--- src/hdl/spm_consts.svh ---
// Constants for the serial peripheral master: offsets, reset values, timing
`ifndef SPM_CONSTS_SVH
`define SPM_CONSTS_SVH

`define SPM_BASE_ADDR 16'h8000
`define SPM_TX_OFS 16'h008A
`define SPM_RX_OFS 16'h008E
`define SPM_EDGES_PER_BYTE 5'h10
`define SPM_DONE_EDGE 5'h0E
`define SPM_SS_IDLE 8'hFF
`define SPM_BYTE_RST 8'h00
`define SPM_FIFO_DEPTH 2'h2

`endif

--- src/hdl/spm_pkg.sv ---
// Types for the serial peripheral master
package spm_pkg;
	typedef enum logic [1:0] {
		SPM_IDLE,
		SPM_LEAD,
		SPM_SHIFT
	} spm_state_e;
endpackage

--- src/hdl/spm_top.sv ---
// Serial peripheral master: byte bus, two-entry receive buffer and serial engine
`timescale 1ns/1ps
`include "spm_consts.svh"
module spm_top (
	// Clock and reset
	input wire logic REF_CLK,
	input wire logic ARST_N,
	input wire logic CE,
	// Host byte bus
	input wire logic [7:0] ADDR_HI,
	input wire logic [7:0] AD_IN,
	output logic [7:0] AD_OUT,
	output logic AD_OE,
	input wire logic ALE_N,
	input wire logic RD_N,
	input wire logic WR_N,
	input wire logic CODE_FETCH_STROBE_N,
	// Control inputs
	input wire logic START,
	input wire logic CLOCK_POLARITY,
	input wire logic CLOCK_PHASE,
	input wire logic [1:0] CLK_DIV_SEL,
	input wire logic INT_ENABLE,
	input wire logic [7:0] SLAVE_SEL,
	input wire logic ERR_CLEAR,
	// Status outputs
	output logic DONE,
	output logic BUS_ERROR,
	output logic TX_HOLDING_VACANT,
	output logic RX_HOLDING_LOADED,
	output logic INT_N,
	// Serial link
	output logic SCK,
	output logic MOSI,
	input wire logic MISO,
	output logic [7:0] SS_N,
	output logic SPI_OE,
	input wire logic SS_IN_N
);

	////////////////////////////////////////////////////////////////////////////////
	// Input synchronisers
	logic [5:0] sync1_q;
	logic [5:0] sync2_q;
	logic [5:0] prev_q;
	logic ale_n_s, rd_n_s, wr_n_s, fetch_n_s, miso_s, ssin_n_s;

	always_ff @(posedge REF_CLK or negedge ARST_N) begin
		if (!ARST_N) begin
			sync1_q <= 6'h3F;
			sync2_q <= 6'h3F;
			prev_q <= 6'h3F;
		end else if (CE) begin
			sync1_q <= {ALE_N, RD_N, WR_N, CODE_FETCH_STROBE_N, MISO, SS_IN_N};
			sync2_q <= sync1_q;
			prev_q <= sync2_q;
		end
	end

	assign {ale_n_s, rd_n_s, wr_n_s, fetch_n_s, miso_s, ssin_n_s} = sync2_q;
	logic ale_fall, wr_fall, rd_rise;
	assign ale_fall = prev_q[5] & ~ale_n_s;
	assign wr_fall = prev_q[3] & ~wr_n_s;
	assign rd_rise = ~prev_q[4] & rd_n_s;
	logic contention;
	assign contention = ~ssin_n_s;

	////////////////////////////////////////////////////////////////////////////////
	// Host address latch and decode
	logic [15:0] addr_q;
	logic fetch_q;

	always_ff @(posedge REF_CLK or negedge ARST_N) begin
		if (!ARST_N) begin
			addr_q <= 16'h0000;
			fetch_q <= 1'b0;
		end else if (CE && ale_fall) begin
			addr_q <= {ADDR_HI, AD_IN};
			fetch_q <= ~fetch_n_s;
		end
	end

	logic hit_tx, hit_rx;
	assign hit_tx = !fetch_q && addr_q == `SPM_BASE_ADDR + `SPM_TX_OFS;
	assign hit_rx = !fetch_q && addr_q == `SPM_BASE_ADDR + `SPM_RX_OFS;

	////////////////////////////////////////////////////////////////////////////////
	// Transmit holding register
	logic [7:0] tx_holding_reg_q;
	logic tx_full_q;
	logic load;

	always_ff @(posedge REF_CLK or negedge ARST_N) begin
		if (!ARST_N) begin
			tx_holding_reg_q <= `SPM_BYTE_RST;
			tx_full_q <= 1'b0;
		end else if (CE) begin
			if (load || contention)
				tx_full_q <= 1'b0;
			// A write in the same cycle as a move wins
			if (wr_fall && hit_tx) begin
				tx_holding_reg_q <= AD_IN;
				tx_full_q <= 1'b1;
			end
		end
	end

	////////////////////////////////////////////////////////////////////////////////
	// Two-entry receive buffer; head is the receive holding register
	logic [7:0] fifo_mem_q [0:1];
	logic wr_ptr_q, rd_ptr_q;
	logic [1:0] count_q;
	logic push, pop;
	logic [7:0] rx_sh_q;
	assign pop = rd_rise && hit_rx && count_q != 2'h0;

	genvar gi;
	generate
		for (gi = 0; gi < 2; gi++) begin : g_entry
			always_ff @(posedge REF_CLK or negedge ARST_N) begin
				if (!ARST_N)
					fifo_mem_q[gi] <= `SPM_BYTE_RST;
				else if (CE && push && wr_ptr_q == 1'(gi))
					fifo_mem_q[gi] <= rx_sh_q;
			end
		end
	endgenerate

	always_ff @(posedge REF_CLK or negedge ARST_N) begin
		if (!ARST_N) begin
			wr_ptr_q <= 1'b0;
			rd_ptr_q <= 1'b0;
			count_q <= 2'h0;
		end else if (CE) begin
			if (push)
				wr_ptr_q <= ~wr_ptr_q;
			if (pop)
				rd_ptr_q <= ~rd_ptr_q;
			if (push && !pop)
				count_q <= count_q + 2'h1;
			else if (pop && !push)
				count_q <= count_q - 2'h1;
		end
	end

	////////////////////////////////////////////////////////////////////////////////
	// Host read path
	always_ff @(posedge REF_CLK or negedge ARST_N) begin
		if (!ARST_N) begin
			AD_OUT <= `SPM_BYTE_RST;
			AD_OE <= 1'b0;
		end else if (CE) begin
			AD_OE <= !rd_n_s && hit_rx;
			AD_OUT <= fifo_mem_q[rd_ptr_q];
		end
	end

	////////////////////////////////////////////////////////////////////////////////
	// Serial engine
	spm_pkg::spm_state_e state_q;
	logic [3:0] div_cnt_q;
	logic [4:0] edge_q;
	logic [7:0] tx_sh_q;
	// Byte finished, waiting for its last late sample
	logic end_q;
	// MISO sample strobes delayed by the synchroniser depth
	logic [1:0] samp_q;
	logic [3:0] half_len;
	logic tick;
	assign half_len = 4'(4'h1 << CLK_DIV_SEL);
	assign tick = div_cnt_q == half_len - 4'h1;
	// Starting needs buffer room so the finished byte is never dropped
	assign load = state_q == spm_pkg::SPM_IDLE && START && tx_full_q
		&& count_q != `SPM_FIFO_DEPTH && !contention && !BUS_ERROR;
	logic leading;
	assign leading = ~edge_q[0];
	assign push = state_q == spm_pkg::SPM_SHIFT && end_q && samp_q == 2'h0;

	always_ff @(posedge REF_CLK or negedge ARST_N) begin
		if (!ARST_N) begin
			state_q <= spm_pkg::SPM_IDLE;
			div_cnt_q <= 4'h0;
			edge_q <= 5'h00;
			tx_sh_q <= `SPM_BYTE_RST;
			rx_sh_q <= `SPM_BYTE_RST;
			SCK <= 1'b0;
			MOSI <= 1'b0;
			SS_N <= `SPM_SS_IDLE;
			DONE <= 1'b1;
			end_q <= 1'b0;
			samp_q <= 2'h0;
		end else if (CE) begin
			if (contention) begin
				state_q <= spm_pkg::SPM_IDLE;
				end_q <= 1'b0;
				samp_q <= 2'h0;
				SS_N <= `SPM_SS_IDLE;
				SCK <= CLOCK_POLARITY;
				edge_q <= 5'h00;
				div_cnt_q <= 4'h0;
			end else begin
				div_cnt_q <= (state_q == spm_pkg::SPM_IDLE || tick) ? 4'h0 : div_cnt_q + 4'h1;
				samp_q <= {samp_q[0], 1'b0};
				// The synced MISO now shows the level it had at the sampling edge
				if (samp_q[1])
					rx_sh_q <= {rx_sh_q[6:0], miso_s};
				case (state_q)
					spm_pkg::SPM_IDLE: begin
						SCK <= CLOCK_POLARITY;
						SS_N <= `SPM_SS_IDLE;
						if (load) begin
							tx_sh_q <= tx_holding_reg_q;
							MOSI <= tx_holding_reg_q[7];
							SS_N <= ~SLAVE_SEL;
							DONE <= 1'b0;
							edge_q <= 5'h00;
							state_q <= spm_pkg::SPM_LEAD;
						end
					end
					spm_pkg::SPM_LEAD: begin
						// Half a period here, so select leads the first edge by a full period
						if (tick)
							state_q <= spm_pkg::SPM_SHIFT;
					end
					spm_pkg::SPM_SHIFT: begin
						if (end_q) begin
							// Hand over only once the last late sample is in
							if (samp_q == 2'h0) begin
								// Select drops between bytes, as phase zero needs
								end_q <= 1'b0;
								state_q <= spm_pkg::SPM_IDLE;
								SS_N <= `SPM_SS_IDLE;
							end
						end else if (tick) begin
							if (edge_q == `SPM_EDGES_PER_BYTE) begin
								end_q <= 1'b1;
							end else begin
								SCK <= ~SCK;
								edge_q <= edge_q + 5'h01;
								if (edge_q == `SPM_DONE_EDGE)
									DONE <= 1'b1;
								if (leading == CLOCK_PHASE) begin
									// Output edge
									if (CLOCK_PHASE)
										MOSI <= tx_sh_q[7];
									else
										MOSI <= tx_sh_q[6];
									tx_sh_q <= {tx_sh_q[6:0], 1'b0};
								end else begin
									// Read two clocks later, past the synchroniser
									samp_q[0] <= 1'b1;
								end
							end
						end
					end
					default: state_q <= spm_pkg::SPM_IDLE;
				endcase
			end
		end
	end

	////////////////////////////////////////////////////////////////////////////////
	// Status, error and interrupt
	always_ff @(posedge REF_CLK or negedge ARST_N) begin
		if (!ARST_N) begin
			BUS_ERROR <= 1'b0;
			SPI_OE <= 1'b0;
			TX_HOLDING_VACANT <= 1'b1;
			RX_HOLDING_LOADED <= 1'b0;
			INT_N <= 1'b1;
		end else if (CE) begin
			if (contention)
				BUS_ERROR <= 1'b1;
			else if (ERR_CLEAR)
				BUS_ERROR <= 1'b0;
			// Drivers released while another master owns the bus
			SPI_OE <= !contention && !BUS_ERROR;
			TX_HOLDING_VACANT <= ~tx_full_q;
			RX_HOLDING_LOADED <= count_q != 2'h0;
			INT_N <= ~(INT_ENABLE && (BUS_ERROR || contention
				|| (~tx_full_q && START)
				|| (count_q != 2'h0 && !START)));
		end
	end

endmodule // spm_top

--- config.mk ---
export PLATFORM = sky130hd
export DESIGN_NAME = spm_top
export DESIGN_NICKNAME = d
export VERILOG_FILES = /design/src/hdl/spm_pkg.sv /design/src/hdl/spm_top.sv
export VERILOG_INCLUDE_DIRS = /design/src /design/src/hdl
export SDC_FILE = /design/constraint.sdc
export NUM_CORES = 1
export LEC_CHECK = 0
export BUFFER_PORTS_ARGS = -buffer_cell sky130_fd_sc_hd__buf_4
export CAP_MARGIN = 15
export CORE_ASPECT_RATIO = 0.7
export CORE_UTILIZATION = 38
export CTS_BUF_LIST = sky130_fd_sc_hd__clkbuf_16
export CTS_CLUSTER_DIAMETER = 200
export DETAILED_ROUTE_END_ITERATION = 7
export GPL_TIMING_DRIVEN = 0
export PLACE_DENSITY_LB_ADDON = 0.15
export REMOVE_ABC_BUFFERS = 1
export SKIP_CTS_REPAIR_TIMING = 1
export SYNTH_ARGS = -nofsm -noshare
export SYNTH_HDL_FRONTEND = slang
export SYNTH_SLANG_ARGS = --single-unit
export TNS_END_PERCENT = 10
--- constraint.sdc ---
create_clock -name REF_CLK -period 2.63 [get_ports REF_CLK]
set_input_delay 0.1315 -clock REF_CLK [delete_from_list [all_inputs] [get_ports REF_CLK]]
set_output_delay 0.1315 -clock REF_CLK [all_outputs]
set_load 0.02 [all_outputs]
==> out/metrics.cfg <==
[run_status]
outcome=finished, final reports clean

[yosys]
yosysTopAreaCellShare=0.440
synth_area_sq_mm=0.00512
synth_area_leader_cell=dfrtp_1
yosysWarnings=0
netlist_top_cells_area=dfrtp_1 (44%), mux2_2 (14%), dfstp_2 (13%)
synth_seq_cells=116
seq_area_frac_synth=0.573
synth.distinct_cells=54
synth-main-ff-cell=dfrtp_1
postSynthCellCount=424
synth_edf_count=0
synth_area_per_cell_sq_um=12.1
postSynth.asyncResetShare=1.00

[clock_network]
clk_latency_ns=0.40
cts_buffer_depth=2
numCtsBuffers=17
cts_root_buf=clkbuf_16
cts_tree=yes
htreeDepth=4
clock-sinks=116
clk_pin_slew_ns=0.05

[sta]
setup_viol=0
finalHoldViolCount=0
relSlewSlack=0.393
slew_viol_final=0
clock_skew_ns=0.00551
period_minus_slack_ns=2.46
fin_crit_sh=0.935
worstMarginPinSlew_ns=0.908
finalWorstSetupSlack_ns=0.170
rsz0062_at_grt=false
max_freq_ghz=0.407

[drt]
drcViolationCount=0
wl_met3_um=388
wl_met1_um=5360
wl_um=10800
dr.pass1.iters=6
vias_per_cell=5.13
wl_met2_um=4860
wl_per_cell_um=15.3
top_layer=met4
drt_iter0_markers=201
drtAntennaViolNets=0
via_count=3604

[critical_path]
critPathLaunchType=flip-flop
crit_path_end_kind=flip-flop
crit_path_max_incr_delay_ns=0.74
worstSetupPathType=reg -> reg
crit_chain=nor2b_1, nor4_1, a21oi_1, a2111oi_0, a211o_1
crit_slowest_cell=nor4_1
crit_fanout=6
critPathRequiredTime_ns=2.97
worst_ep_arrival_time_ns=2.80

[floorplanning]
coreArea_sq_mm=0.0131
initial_core_util=0.390
die_area_sq_mm=0.0140
ioPinCount=65
die_x_um=141
rows=35
die_y_um=99.2

[finish]
final_core_util=0.510
drive_gt1_frac=0.358
layout_common_cells=dfrtp_1 (90), mux2_2 (65), buf_4 (64)
layout.nets=569
final_common_cell=dfrtp_1
area_growth_pct=30.8
n_antenna_cell=0
fillers=1167

[place]
hpwl_um=7050
dp_slack_ns=-0.250
gp_congestion=0.790
io_buffers=64

[grt]
grt_max_degree=90
grt_overflow_total=0
antenna_found_initial=0
grt_first_pass_wirelength_um=17600
grt_usage=0.164
grt_pass1_vias=3401

[power]
ir_drop_v=0.000497
leakage_nw=2.98
power_density_mw_per_mm2=720

[job]
max-cap-violations=0

[min_path]
hp-class=in -> reg

-- kinds of logic (layout without fill, tap and decap cells) --
family	count (synthesis)	after routing	share of synthesized area
AOI/OAI and AO/OA	78	78	0.102
xor gates and xnor gates	8	8	0.0137
adders and majority gates	5	5	0.0122
buffers and inverters	39	151	0.0303
DFF	116	116	0.573
muxes	75	75	0.162
and+or+nand+nor	103	103	0.106
-- synthesized netlist by cell type, types with 2 or more instances --
cell type,count
dfrtp_1,90
mux2_2,65
dfstp_2,26
nor2_1,26
inv_1,22
nand2_1,21
a21oi_1,15
o22ai_1,14
a31oi_1,10
clkbuf_1,10
mux2i_1,10
a22oi_1,9
nand3_1,9
o21ai_0,8
nand4_1,6
nor2b_1,6
and2_1,5
buf_1,5
ha_1,5
nand2b_1,5
or3_1,5
xnor2_1,5
nor3_1,4
a22o_1,3
nor4_1,3
xor2_1,3
a211o_1,2
a21o_1,2
nor3b_1,2
nor4b_1,2
nor4bb_1,2
o2111ai_1,2
-- registers in the layout (all words and copies together), names as in the netlist, 4 cells and up --
| signal | cells |
|---|---|
| sync2_q | 6 |
| sync1_q | 6 |
| rx_sh_q | 8 |
| tx_holding_reg_q | 8 |
| tx_sh_q | 8 |
| AD_OUT | 8 |
| addr_q | 16 |
| div_cnt_q | 4 |
| edge_q | 5 |
| fifo_mem_q | 16 |
| SS_N | 8 |
-- per-stage QoR --
| stage | instance area, sq um | total power, mW | hold WS (ns) | setup TNS [ns] | cells |
|---|---|---|---|---|---|
| final | 6700 | 4.83 | 0.0229 | 0 | 702 |
| after global routing | 6700 | 5.04 | 0.0178 | 0 | 702 |
| after CTS | 6360 | 4.85 | -0.400 | -2.41 | 669 |
| after detailed placement | 5770 | 2.53 | 0.0301 | -2.33 | 638 |
| after global placement | 5740 | 2.50 | 0.277 | -1.20 | 637 |
| after floorplan | 5050 | 2.32 | -0.164 | 0 | 407 |
-- critical path: cells and delay by family (launching register included) --
kind            cells  cell delay (ns)
compound gates      3             1.08
simple gates        2             0.90
flops               1             0.41
-- cell type report --
class / instances / area [sq um] / area share
flip-flops and latches: 116 / 2940 / 0.438
multi-input cells: 269 / 2050 / 0.305
repair buffers: 98 / 840 / 0.125
clock buffers: 17 / 425 / 0.0635
well taps: 166 / 208 / 0.0310
clock inverters: 14 / 164 / 0.0245
inverters: 22 / 82.6 / 0.0123
-- per-layer routing --
layer,GRT usage,up-vias
met3,0.0462,13
met5,0,-
li1,-,1736
met1,0.235,1785
met2,0.236,70
met4,0.0661,0
-- power breakdown --
part	internal [mW]	leakage [nW]	switching, mW
Combinational	0.256	1.28	0.197
Sequential	1.98	1.43	0.103
Clock	1.47	0.274	0.819
Total	3.71	2.98	1.12
-- path summary, 6_finish.rpt --
| check | cells past startpoint | slack, ns | from | end |
|---|---|---|---|---|
| setup / recovery | 5 | 0.17 | count_q[1] | edge_q[4] |
| hold / removal | 3 | 0.02 | ERR_CLEAR | BUS_ERROR |
| setup reg to reg | 5 | 0.17 | count_q[1] | edge_q[4] |
| hold reg to reg | 1 | 0.45 | tx_full_q | TX_HOLDING_VACANT |
| max in group asynchronous | 3 | 1.72 | ARST_N | sync1_q[4] |
| min in group asynchronous | 2 | 0.17 | ARST_N | div_cnt_q[2] |
Note: power is estimated with default switching activity, not from simulation.
